`src/ppc_pkg.sv`:
```
// package: shared types and constants of the prescaled pulse counter
package ppc_pkg;

   localparam int unsigned COUNT_W       = 24;
   localparam int unsigned DISP_W        = 20;
   localparam int unsigned DIV_W         = 16;
   localparam int unsigned DP_W          = 2;
   localparam logic [COUNT_W-1:0] COUNT_ZERO   = 24'h000000;
   localparam logic [COUNT_W-1:0] COUNT_ABS_MAX = 24'hffffff;
   localparam logic [DISP_W-1:0]  DISP_MAX_VAL = 20'h0270f;
   localparam logic [DIV_W-1:0]   DIV_RST      = 16'h0001;
   localparam logic [COUNT_W-1:0] LIMIT_RST    = 24'h002710;
   localparam logic [DISP_W-1:0]  DISP_HI_RST  = 20'h0270f;
   localparam logic [DP_W-1:0]    DP_RST       = 2'h0;

   typedef enum logic [1:0] {
      PPC_LIMIT_OFF,
      PPC_LIMIT_ERROR,
      PPC_LIMIT_CLAMP
   } ppc_limit_e;

   typedef enum logic [1:0] {
      PPC_SRC_TTL,
      PPC_SRC_SINKING,
      PPC_SRC_SOURCING
   } ppc_source_e;

   typedef enum logic [2:0] {
      PPC_MENU_INPUT_TYPE,
      PPC_MENU_SOURCE,
      PPC_MENU_EDGE,
      PPC_MENU_DIVISOR,
      PPC_MENU_LIMIT,
      PPC_MENU_DP,
      PPC_MENU_DISP_HI,
      PPC_MENU_LIMIT_MODE
   } ppc_menu_e;

   // configuration set as applied to the counter
   typedef struct packed {
      logic                count_down;
      ppc_source_e         source;
      logic                falling_edge;
      logic [DIV_W-1:0]    divisor;
      logic [COUNT_W-1:0]  upper_count_limit;
      logic [DP_W-1:0]     decimal_point_position;
      logic [DISP_W-1:0]   display_high_value;
      ppc_limit_e          range_limit_mode;
   } ppc_cfg_s;

   // presented value
   typedef struct packed {
      logic [DISP_W-1:0] value;
      logic [DP_W-1:0]   decimal_point_position;
      logic              error;
   } ppc_disp_s;

endpackage

```
`src/ppc_counter.sv`:
```
// prescaled up/down pulse counter with menu, limits and retention
`timescale 1ns/1ps
module ppc_counter #(
   parameter int unsigned COUNT_W = ppc_pkg::COUNT_W,
   parameter int unsigned DISP_W  = ppc_pkg::DISP_W,
   parameter int unsigned DIV_W   = ppc_pkg::DIV_W
) (
   input  wire logic                       i_clock,
   input  wire logic                       i_sys_rst,
   input  wire logic                       i_pulse_pin,
   input  wire logic                       i_reset_contact_n,
   input  wire logic                       i_menu_confirm,
   input  wire ppc_pkg::ppc_cfg_s          i_cfg_edit,
   input  wire logic                       i_retain_valid,
   input  wire logic [ppc_pkg::COUNT_W-1:0] i_retain_count,
   output ppc_pkg::ppc_menu_e              o_menu_entry,
   output ppc_pkg::ppc_cfg_s               o_cfg,
   output logic [ppc_pkg::COUNT_W-1:0]     o_count,
   output logic                            o_retain_write,
   output logic                            o_over_range,
   output logic                            o_under_range,
   output ppc_pkg::ppc_disp_s              o_display
);

   initial begin
      if (COUNT_W != ppc_pkg::COUNT_W || DISP_W != ppc_pkg::DISP_W
          || DIV_W != ppc_pkg::DIV_W) begin
         $error("ppc_counter: widths must match the package");
      end
   end

   logic                 rc_sync1_r;
   logic                 rc_sync2_r;
   logic                 confirm_prev_r;
   logic                 confirm_pulse;
   logic                 restore_pending_r;
   logic                 dir_reload;
   logic                 count_pulse;
   logic                 hold;
   logic [COUNT_W-1:0]   start_value;
   logic [COUNT_W-1:0]   count_r;
   logic                 over_r;
   logic                 under_r;
   logic                 scale_busy;
   logic                 scale_done;
   logic [DISP_W-1:0]    scaled;
   logic [COUNT_W-1:0]   count_shown;

   ////////////////////////////////////////////////////////////////////////////////
   // reset contact synchroniser, active low at the pin
   always_ff @(posedge i_clock) begin
      if (i_sys_rst) begin
         rc_sync1_r <= 1'b1;
         rc_sync2_r <= 1'b1;
      end else begin
         rc_sync1_r <= i_reset_contact_n;
         rc_sync2_r <= rc_sync1_r;
      end
   end

   assign hold = ~rc_sync2_r;

   ////////////////////////////////////////////////////////////////////////////////
   // configuration menu, entries applied on confirm
   always_ff @(posedge i_clock) begin
      if (i_sys_rst) begin
         confirm_prev_r <= 1'b0;
      end else begin
         confirm_prev_r <= i_menu_confirm;
      end
   end

   assign confirm_pulse = i_menu_confirm & ~confirm_prev_r;

   always_ff @(posedge i_clock) begin
      if (i_sys_rst) begin
         o_menu_entry <= ppc_pkg::PPC_MENU_INPUT_TYPE;
      end else if (confirm_pulse) begin
         case (o_menu_entry)
            ppc_pkg::PPC_MENU_INPUT_TYPE: o_menu_entry <= ppc_pkg::PPC_MENU_SOURCE;
            ppc_pkg::PPC_MENU_SOURCE:     o_menu_entry <= ppc_pkg::PPC_MENU_EDGE;
            ppc_pkg::PPC_MENU_EDGE:       o_menu_entry <= ppc_pkg::PPC_MENU_DIVISOR;
            ppc_pkg::PPC_MENU_DIVISOR:    o_menu_entry <= ppc_pkg::PPC_MENU_LIMIT;
            ppc_pkg::PPC_MENU_LIMIT:      o_menu_entry <= ppc_pkg::PPC_MENU_DP;
            ppc_pkg::PPC_MENU_DP:         o_menu_entry <= ppc_pkg::PPC_MENU_DISP_HI;
            ppc_pkg::PPC_MENU_DISP_HI:    o_menu_entry <= ppc_pkg::PPC_MENU_LIMIT_MODE;
            default:                      o_menu_entry <= ppc_pkg::PPC_MENU_INPUT_TYPE;
         endcase
      end
   end

   always_ff @(posedge i_clock) begin
      if (i_sys_rst) begin
         o_cfg.count_down             <= 1'b0;
         o_cfg.source                 <= ppc_pkg::PPC_SRC_TTL;
         o_cfg.falling_edge           <= 1'b0;
         o_cfg.divisor                <= ppc_pkg::DIV_RST;
         o_cfg.upper_count_limit      <= ppc_pkg::LIMIT_RST;
         o_cfg.decimal_point_position <= ppc_pkg::DP_RST;
         o_cfg.display_high_value     <= ppc_pkg::DISP_HI_RST;
         o_cfg.range_limit_mode       <= ppc_pkg::PPC_LIMIT_OFF;
      end else if (confirm_pulse) begin
         case (o_menu_entry)
            ppc_pkg::PPC_MENU_INPUT_TYPE: o_cfg.count_down <= i_cfg_edit.count_down;
            ppc_pkg::PPC_MENU_SOURCE:     o_cfg.source <= i_cfg_edit.source;
            ppc_pkg::PPC_MENU_EDGE:       o_cfg.falling_edge <= i_cfg_edit.falling_edge;
            ppc_pkg::PPC_MENU_DIVISOR:    o_cfg.divisor <= i_cfg_edit.divisor;
            ppc_pkg::PPC_MENU_LIMIT:
               o_cfg.upper_count_limit <= i_cfg_edit.upper_count_limit;
            ppc_pkg::PPC_MENU_DP:
               o_cfg.decimal_point_position <= i_cfg_edit.decimal_point_position;
            ppc_pkg::PPC_MENU_DISP_HI:
               o_cfg.display_high_value <= i_cfg_edit.display_high_value;
            default:
               o_cfg.range_limit_mode <= i_cfg_edit.range_limit_mode;
         endcase
      end
   end

   ////////////////////////////////////////////////////////////////////////////////
   // edge select and prescaler
   ppc_edge_prescaler #(
      .DIV_W (DIV_W)
   ) u_prescaler (
      .i_clock        (i_clock),
      .i_sys_rst      (i_sys_rst),
      .i_pulse_pin    (i_pulse_pin),
      .i_falling_edge (o_cfg.falling_edge),
      .i_divisor      (o_cfg.divisor),
      .i_hold         (hold),
      .o_count_pulse  (count_pulse)
   );

   ////////////////////////////////////////////////////////////////////////////////
   // counter
   assign start_value = o_cfg.count_down ? o_cfg.upper_count_limit : ppc_pkg::COUNT_ZERO;

   // confirming the input type reloads the count for the new direction
   assign dir_reload = confirm_pulse && (o_menu_entry == ppc_pkg::PPC_MENU_INPUT_TYPE);

   always_ff @(posedge i_clock) begin
      if (i_sys_rst) begin
         restore_pending_r <= 1'b1;
      end else begin
         restore_pending_r <= 1'b0;
      end
   end

   always_ff @(posedge i_clock) begin
      if (i_sys_rst) begin
         count_r <= ppc_pkg::COUNT_ZERO;
         over_r  <= 1'b0;
         under_r <= 1'b0;
      end else if (restore_pending_r) begin
         count_r <= i_retain_valid ? i_retain_count : start_value;
         over_r  <= 1'b0;
         under_r <= 1'b0;
      end else if (hold) begin
         count_r <= start_value;
         over_r  <= 1'b0;
         under_r <= 1'b0;
      end else if (dir_reload) begin
         count_r <= i_cfg_edit.count_down ? o_cfg.upper_count_limit : ppc_pkg::COUNT_ZERO;
         over_r  <= 1'b0;
         under_r <= 1'b0;
      end else if (count_pulse) begin
         if (!o_cfg.count_down) begin
            if (o_cfg.range_limit_mode != ppc_pkg::PPC_LIMIT_OFF
                && count_r >= o_cfg.upper_count_limit) begin
               over_r <= 1'b1;
            end else if (count_r != ppc_pkg::COUNT_ABS_MAX) begin
               count_r <= count_r + 1'b1;
            end
         end else begin
            if (count_r == ppc_pkg::COUNT_ZERO) begin
               under_r <= 1'b1;
            end else begin
               count_r <= count_r - 1'b1;
            end
         end
      end
   end

   assign o_count        = count_r;
   assign o_over_range   = over_r;
   assign o_under_range  = under_r;
   // every cause of a count change strobes the store
   assign o_retain_write = count_pulse | hold | restore_pending_r | dir_reload;

   ////////////////////////////////////////////////////////////////////////////////
   // display scaling and limit presentation
   always_comb begin
      count_shown = count_r;
      if (o_cfg.range_limit_mode == ppc_pkg::PPC_LIMIT_CLAMP && over_r) begin
         count_shown = o_cfg.upper_count_limit;
      end else if (o_cfg.range_limit_mode == ppc_pkg::PPC_LIMIT_CLAMP && under_r) begin
         count_shown = ppc_pkg::COUNT_ZERO;
      end
   end

   ppc_scaler #(
      .COUNT_W (COUNT_W),
      .DISP_W  (DISP_W)
   ) u_scaler (
      .i_clock     (i_clock),
      .i_sys_rst   (i_sys_rst),
      .i_start     (~scale_busy),
      .i_count     (count_shown),
      .i_limit     (o_cfg.upper_count_limit),
      .i_disp_high (o_cfg.display_high_value),
      .o_busy      (scale_busy),
      .o_done      (scale_done),
      .o_value     (scaled)
   );

   always_ff @(posedge i_clock) begin
      if (i_sys_rst) begin
         o_display.value                  <= '0;
         o_display.decimal_point_position <= ppc_pkg::DP_RST;
         o_display.error                  <= 1'b0;
      end else if (scale_done) begin
         o_display.value <= (scaled > ppc_pkg::DISP_MAX_VAL) ? ppc_pkg::DISP_MAX_VAL
                                                             : scaled;
         o_display.decimal_point_position <= o_cfg.decimal_point_position;
         o_display.error <= (o_cfg.range_limit_mode == ppc_pkg::PPC_LIMIT_ERROR
                             && (over_r || under_r))
                            || (count_r == ppc_pkg::COUNT_ABS_MAX);
      end
   end

endmodule

```
`src/ppc_edge_prescaler.sv`:
```
// edge detection and prescaling of the counting input
`timescale 1ns/1ps
module ppc_edge_prescaler #(
   parameter int unsigned DIV_W = 16
) (
   input  wire logic             i_clock,
   input  wire logic             i_sys_rst,
   input  wire logic             i_pulse_pin,
   input  wire logic             i_falling_edge,
   input  wire logic [DIV_W-1:0] i_divisor,
   input  wire logic             i_hold,
   output logic                  o_count_pulse
);

   initial begin
      if (DIV_W < 1 || DIV_W > 31) $error("ppc_edge_prescaler: bad DIV_W");
   end

   logic             sync1_r;
   logic             sync2_r;
   logic             prev_r;
   logic [DIV_W-1:0] div_cnt_r;
   logic             edge_seen;
   logic             div_hit;

   ////////////////////////////////////////////////////////////////////////////////
   always_ff @(posedge i_clock) begin
      if (i_sys_rst) begin
         sync1_r <= 1'b0;
         sync2_r <= 1'b0;
         prev_r  <= 1'b0;
      end else begin
         sync1_r <= i_pulse_pin;
         sync2_r <= sync1_r;
         prev_r  <= sync2_r;
      end
   end

   assign edge_seen = i_falling_edge ? (prev_r & ~sync2_r) : (~prev_r & sync2_r);

   // divisor of zero behaves as one
   assign div_hit = (div_cnt_r + 1'b1 >= i_divisor);

   ////////////////////////////////////////////////////////////////////////////////
   always_ff @(posedge i_clock) begin
      if (i_sys_rst || i_hold) begin
         div_cnt_r     <= '0;
         o_count_pulse <= 1'b0;
      end else begin
         o_count_pulse <= 1'b0;
         if (edge_seen) begin
            if (div_hit) begin
               div_cnt_r     <= '0;
               o_count_pulse <= 1'b1;
            end else begin
               div_cnt_r <= div_cnt_r + 1'b1;
            end
         end
      end
   end

endmodule

```
`src/ppc_scaler.sv`:
```
// scaling of the count to the display range, iterative divider
`timescale 1ns/1ps
module ppc_scaler #(
   parameter int unsigned COUNT_W = 24,
   parameter int unsigned DISP_W  = 20
) (
   input  wire logic               i_clock,
   input  wire logic               i_sys_rst,
   input  wire logic               i_start,
   input  wire logic [COUNT_W-1:0] i_count,
   input  wire logic [COUNT_W-1:0] i_limit,
   input  wire logic [DISP_W-1:0]  i_disp_high,
   output logic                    o_busy,
   output logic                    o_done,
   output logic [DISP_W-1:0]       o_value
);

   localparam int unsigned PW = COUNT_W + DISP_W;
   localparam int unsigned SW = $clog2(PW + 1);

   initial begin
      if (COUNT_W < 2 || DISP_W < 2) $error("ppc_scaler: widths too small");
   end

   logic [PW-1:0]      num_r;
   logic [PW-1:0]      quo_r;
   logic [COUNT_W:0]   rem_r;
   logic [COUNT_W-1:0] den_r;
   logic [SW-1:0]      step_r;
   logic [COUNT_W:0]   rem_shift;

   assign rem_shift = {rem_r[COUNT_W-1:0], num_r[PW-1]};

   ////////////////////////////////////////////////////////////////////////////////
   // value = count * display_high / limit, restoring division one bit a cycle
   always_ff @(posedge i_clock) begin
      if (i_sys_rst) begin
         o_busy  <= 1'b0;
         o_done  <= 1'b0;
         o_value <= '0;
         num_r   <= '0;
         quo_r   <= '0;
         rem_r   <= '0;
         den_r   <= '0;
         step_r  <= '0;
      end else begin
         o_done <= 1'b0;
         if (!o_busy && i_start) begin
            num_r  <= PW'(i_count) * PW'(i_disp_high);
            den_r  <= (i_limit == '0) ? COUNT_W'(1) : i_limit;
            quo_r  <= '0;
            rem_r  <= '0;
            step_r <= SW'(PW);
            o_busy <= 1'b1;
         end else if (o_busy) begin
            num_r <= {num_r[PW-2:0], 1'b0};
            if (rem_shift >= {1'b0, den_r}) begin
               rem_r <= rem_shift - {1'b0, den_r};
               quo_r <= {quo_r[PW-2:0], 1'b1};
            end else begin
               rem_r <= rem_shift;
               quo_r <= {quo_r[PW-2:0], 1'b0};
            end
            step_r <= step_r - 1'b1;
            if (step_r == SW'(1)) begin
               o_busy <= 1'b0;
               o_done <= 1'b1;
               if (rem_shift >= {1'b0, den_r}) begin
                  o_value <= (|quo_r[PW-2:DISP_W-1]) ? '1 : {quo_r[DISP_W-2:0], 1'b1};
               end else begin
                  o_value <= (|quo_r[PW-2:DISP_W-1]) ? '1 : {quo_r[DISP_W-2:0], 1'b0};
               end
            end
         end
      end
   end

endmodule

```
`config.mk`:
```
export PLATFORM = sky130hd
export DESIGN_NAME = ppc_counter
export DESIGN_NICKNAME = d
export VERILOG_FILES = /design/src/ppc_pkg.sv /design/src/ppc_counter.sv /design/src/ppc_edge_prescaler.sv /design/src/ppc_scaler.sv
export SDC_FILE = /design/constraint.sdc
export NUM_CORES = 2
export LEC_CHECK = 0
export BUFFER_PORTS_ARGS = -buffer_cell sky130_fd_sc_hd__clkbuf_2
export CORE_MARGIN = 3
export CORE_UTILIZATION = 40
export DETAILED_ROUTE_END_ITERATION = 7
export GPL_TIMING_DRIVEN = 0
export PLACE_DENSITY = 0.58
export REMOVE_ABC_BUFFERS = 1
export SKIP_LAST_GASP = 1
export SLEW_MARGIN = 20
export SYNTH_ARGS = -nofsm -noshare
export SYNTH_HDL_FRONTEND = slang
export SYNTH_SLANG_ARGS = --single-unit
```
`constraint.sdc`:
```
create_clock -name i_clock -period 9.75 [get_ports i_clock]
set_input_delay 1.95 -clock i_clock [delete_from_list [all_inputs] [get_ports i_clock]]
set_output_delay 1.95 -clock i_clock [all_outputs]
set_load 0.05 [all_outputs]
```
# Word level (Yosys, flattened, before mapping)
# Cells that the tools add are included.
dict set report totals {
  regBits 307
  out_inout_bits 121
  elab_cells 139
}
dict set report op_classes {
  addsub 5
  n_mul 1
  magnitude_cmp 4
  eq_ne 15
  muxes 33
  bitwise_logic 15
  n_reduce_logical 33
}
# cell n
set ops {}
lappend ops {{$mux W24} 15}
lappend ops {{$mux W44} 2}
lappend ops {{$mux W20} 4}
lappend ops {{$logic_not A24 Y1} 2}
lappend ops {{$mul A24 B20 Y44} 1}
lappend ops {{$ge A25 B24 Y1} 1}
lappend ops {{$add A24 B1 Y24 const B} 1}
lappend ops {{$eq A24 B24 Y1 const B} 1}
lappend ops {{$ge A24 B24 Y1} 1}
lappend ops {{$ne A24 B24 Y1 const B} 1}
lappend ops {{$reduce_or A24 Y1} 1}
lappend ops {{$sub A24 B1 Y24 const B} 1}
lappend ops {{$sub A24 B24 Y24} 1}
lappend ops {{$pmux W3 S7} 1}
lappend ops {{$gt A20 B14 Y1 const B} 1}
lappend ops {{$add A16 B1 Y16 const B} 1}
lappend ops {{$ge A16 B16 Y1} 1}
lappend ops {{$mux W16} 1}
lappend ops {{$reduce_and A2 Y1} 8}
lappend ops {{$mux W6} 2}
lappend ops {{$ne A5 B5 Y1 const B} 2}
lappend ops {{$eq A3 B3 Y1 const B} 3}
lappend ops {{$not A1 Y1} 9}
lappend ops {{$reduce_and A3 Y1} 3}
lappend ops {{21 further kinds} 42}

# Longest topological paths before layout
dict set report logic_depth {
  ltp_word 8
  mapped_depth 33
  mapped_depth_nobuf 30
}

# Modules after synthesis
# From an unflattened synthesis, not the netlist that was laid out.
dict set report hier_totals {
  hier_cells 3803
  area_unflattened_um2 32313.5
}
# mod instances cells_each area_each_um2 seq_area_each_um2
set modules_own_cells {}
lappend modules_own_cells {ppc_scaler 1 2721 23661.4 3263.1}
lappend modules_own_cells {ppc_counter 1 897 7184.4 2482.4}
lappend modules_own_cells {ppc_edge_prescaler 1 185 1467.7 400.4}

# Worst setup path before layout
# Ideal clock, no wire load.
dict set report synth_path {
  path_kind {reg-to-reg}
  start {register o_cfg[1] (netlist name)}
  end {register u_scaler.num_r[43]}
  arrival_time_ps 8075
  required_time_ps 9630
  slack_ps 1556
  stages_incl_launch_ff 33
  n_path_buf 3
  synth_period_minus_slack_ps 8194
  cell_sequence {dfxtp_1 > inv_1 > nor2_1 > and2_1 > clkbuf_1 > clkbuf_1 > a22o_1 > clkbuf_1 > and2_1 > fa_1 > fa_1 > inv_1 > fa_1 > inv_1 > fa_1 > inv_1 > fa_1 > inv_1 > fa_1 > inv_1 > fa_1 > inv_1 > ha_1 > nand2_1 > nor2_4 > and4_1 > a21boi_4 > o32ai_2 > o22ai_2 > o41a_4 > o31ai_4 > nor4_1 > a211o_1}
}
dict set report synth_between {
  elab_chain_cells 6
  word_cells_on_any_way 7
}
# element line
set synth_rtl {}
lappend synth_rtl {{from (decl)} ppc_counter.sv:17} ;# output ppc_pkg::ppc_cfg_s o_cfg,
lappend synth_rtl {{$eq A2 B2 Y1 (*)} {ppc_counter.sv:194, ppc_counter.sv:196}}
lappend synth_rtl {{$logic_and A1 B1 Y1} ppc_counter.sv:196} ;# end else if (o_cfg.range_limit_mode == ppc_pkg::PPC_LIMIT_CLAMP && under_r) begin
lappend synth_rtl {{$mux W24} ppc_counter.sv:196}
lappend synth_rtl {{$mux W24 (*)} ppc_counter.sv:194} ;# if (o_cfg.range_limit_mode == ppc_pkg::PPC_LIMIT_CLAMP && over_r) begin
lappend synth_rtl {{$mul A24 B20 Y44 (*)} ppc_scaler.sv:49} ;# num_r <= PW'(i_count) * PW'(i_disp_high);
lappend synth_rtl {{$mux W44 (*)} ppc_scaler.sv:48} ;# if (!o_busy && i_start) begin
lappend synth_rtl {{to (signal assigned)} ppc_scaler.sv:49}
lappend synth_rtl {{to (signal assigned)} ppc_scaler.sv:56} ;# num_r <= {num_r[PW-2:0], 1'b0};
lappend synth_rtl {{to (decl)} ppc_scaler.sv:25} ;# logic [PW-1:0] num_r;
# Every way passes the cells marked *; elsewhere a longest branch is shown, timed or not.
# A chain may end at the register's enable or synchronous reset.

# Worst setup path after layout
# Same ends and word-level chain as after synthesis.

==> flow_summary.ini <==
[run_status]
outcome = completed

[synthesis]
ys_ff_latch = 307
async_reset_ff_share_pct = 0
synthCells = 3615
synth_flop_cell = dfxtp_1
synthDistinctLibCells = 85
synth_enable_flop_cells = 0
ys_seq_area_share_pct = 19.98
syn_area_um2 = 30750
synth.avg_cell_area_um2 = 8.507
yosysWarnings = 0

[floorplan]
die_area_um2 = 80250
io_pins = 219
row_count = 101
core_area_um2 = 76080
start_util_pct = 40.42
fp.dieH_um = 283.3
dieWidth_um = 283.3

[place]
hpwl_um = 64250
dp.cells = 4683
placed_area_um2 = 32650
port_buffers = 218
place_congestion = 0.8377

[drt]
drtIter0Drc = 1313
antenna_left = 0
via_per_inst = 5.114
wirelength_um = 84610
route.detailed.drc = 0
wl_per_cell_um = 17.81
dr.pass1.iters = 7
vias = 24290

[cells_and_area]
instances_no_fill = 4750
final_common_cell = inv_1
drive_gt1_share_pct = 9.435
fin_area_um2 = 33960
final_cell_mix = inv_1, nand2_1, fa_1, and2_1, dfxtp_1
area_growth_pct = 10.44
num_antenna_cells = 0
fillers = 7804
nets = 4427

[timing]
fin_skew_ns = 0.03052
finalSetupViolCount = 0
fmax_ghz = 0.1086
min_period_ns = 9.209
grt_setup_unrepaired = false
slew_headroom_pct = 21.23
hold_viol_final = 0
finalCritPeriodShare_pct = 94.45
tightest_slew_ns = 1.182
drv_slew = 0

[critical_path]
rr_worst_depth = 26
crit_arrival_ns = 9.66
r2r-start = o_cfg[1]
crit_start = o_cfg[1]
critPathMaxFanout = 24
setup.worst_path.end_class = flip-flop
start_kind = flip-flop
r2r_setup_slack_ns = 0.54
critPathCapture = u_scaler.num_r[43]
worstSetupPathType = reg2reg
critical_path_required_ns = 10.21
timing.rr.end = u_scaler.num_r[43]

[global_route]
grt_pass1_vias = 25010
grt_antenna_before_repair = 6
track_usage_pct = 21.32
grt_start_max_net_pins = 105
overflow = 0
grt_pass1_wl_um = 138100

[clock_network]
cts_tree = yes
cts_buffers = 37
root_buffer = clkbuf_16
cts_max_path_buffers = 3
cts.htree.levels = 2
post_cts_buffers = 0
clk_pin_slew_ns = 0.06
cts.hold.buffers_added = 0
cts.sinks = 307
clk_latency_ns = 0.57

[hold_path]
hp-class = reg2reg
worstHoldPathCells = 2

[power_and_ir_drop]
leakage_nw = 16.09
irDropWorstVdd_mv = 0.1390
power.density_nw_per_um2 = 173.9

[flow_run]
maxCapViolCount = 0
## cells in the mapped netlist (all sizes together), types with 12 or more instances
cell    count  share of area (%)
buf        13               0.30
nor2      242                3.0
o21a       15               0.37
nor2b      20               0.41
a21oi     198                3.2
a21o       46                1.1
a221oi     17               0.48
a22o       30               0.85
clkbuf    180                2.3
ha        243                9.9
inv       534                6.5
and2      303                6.2
dfxtp     307                 20
nand2     486                5.9
xnor2      57                1.6
mux2i      57                1.9
nor3       62                1.0
o21ai      79                1.3
a211o      12               0.34
nand3      37               0.60
nor4       23               0.47
nand2b     26               0.54
nand4      23               0.47
a211oi     41                1.0
xor2       34               0.97
fa        394                 26
## per-layer routing
layer / track usage (%) / wire length (um) / share of wire, % / vias to the layer above
met5: 0 / 51 / 0.060 / -
met4: 5.765 / 2288 / 2.7 / 8
li1: - / - / - / 11680
met3: 4.409 / 5232 / 6.2 / 112
met1: 28.30 / 38050 / 45 / 11920
met2: 35.35 / 38990 / 46 / 576
## critical path: stages (launching register included)
cell      delay, ns
dfxtp_1        0.54
inv_1          0.10
nor2_1         0.17
and2_1         0.82
a22o_1         1.01
and2_1         0.27
fa_1           0.43
fa_1           0.51
inv_1          0.05
fa_1           0.47
inv_1          0.05
fa_1           0.48
fa_1           0.52
fa_1           0.61
inv_1          0.08
fa_1           0.54
inv_1          0.04
ha_1           0.37
a21o_1         0.15
a41oi_1        0.05
a21boi_4       0.19
o32ai_2        0.36
o22ai_2        0.19
o41a_4         0.42
o31ai_4        0.29
nor4_1         0.09
a211o_1        0.27
## report_power, final
group / switching [W] / internal (W) / total [W]
combinational: 0.00178 / 0.00124 / 0.00302
clock: 0.000596 / 0.000886 / 0.00148
sequential: 0.0000616 / 0.00134 / 0.00140
total: 0.00244 / 0.00347 / 0.00591
## final cells by class
type	count	area (um^2)	area share (%)
Multi-Input combinational cell	2581	21880	64.43
Sequential cell	307	6161	18.14
Inverter	534	2004	5.902
Timing Repair Buffer	231	1338	3.938
Tap cell	1030	1289	3.795
Clock buffer	50	1035	3.047
Clock inverter	17	254.0	0.7479
## through the flow
step	setup TNS [ns]	utilization (%)	worst slack [ns]	power, W	hold slack, ns
2_1_floorplan	0	-	1.440	0.003697	0.3895
3_3_place_gp	-0.03287	42.51	-0.03287	0.004410	0.3930
5_1_grt	0	44.64	0.09351	0.006429	0.4210
3_5_place_dp	0	42.92	0.3575	0.004420	0.3928
4_1_cts	0	44.62	0.2953	0.005958	0.4008
6_report	0	44.64	0.5414	0.005907	0.4015
## sequential cells by signal, indices dropped and copies added, names as in the netlist, 3 cells and up
| signal | count |
|---|---|
| u_scaler.step_r | 6 |
| o_menu_entry | 3 |
| o_display | 23 |
| u_scaler.o_value | 20 |
| o_count | 24 |
| o_cfg | 68 |
| u_scaler.quo_r | 43 |
| u_scaler.num_r | 44 |
| u_prescaler.div_cnt_r | 16 |
| u_scaler.den_r | 24 |
| u_scaler.rem_r | 24 |
## worst min-delay path by stage
stage	from	endpoint	slack, ns
2_1_floorplan	rc_sync1_r	rc_sync2_r	0.39
4_1_cts	u_scaler.num_r[25]	u_scaler.num_r[26]	0.40
3_3_place_gp	rc_sync1_r	rc_sync2_r	0.39
3_5_place_dp	rc_sync1_r	rc_sync2_r	0.39
6_report	u_scaler.num_r[25]	u_scaler.num_r[26]	0.40
5_1_grt	rc_sync1_r	rc_sync2_r	0.42
## cells by family after synthesis
logic type / count (synthesis) / synth area share, %
buffers and inverters: 727 / 9.093
adders and majority gates: 637 / 35.53
DFF: 307 / 19.98
muxes: 57 / 1.855
xor gates and xnor gates: 91 / 2.592
and+or+nand+nor: 1278 / 19.92
AOI/OAI and AO/OA: 518 / 11.03
## what timing repair did
item | CTS | global route
setup endpoints to repair | 0 | 3
hold endpoints to repair | 0 | 0
resized for setup | 0 | 6
Note: power is estimated with default switching activity, not from simulation.
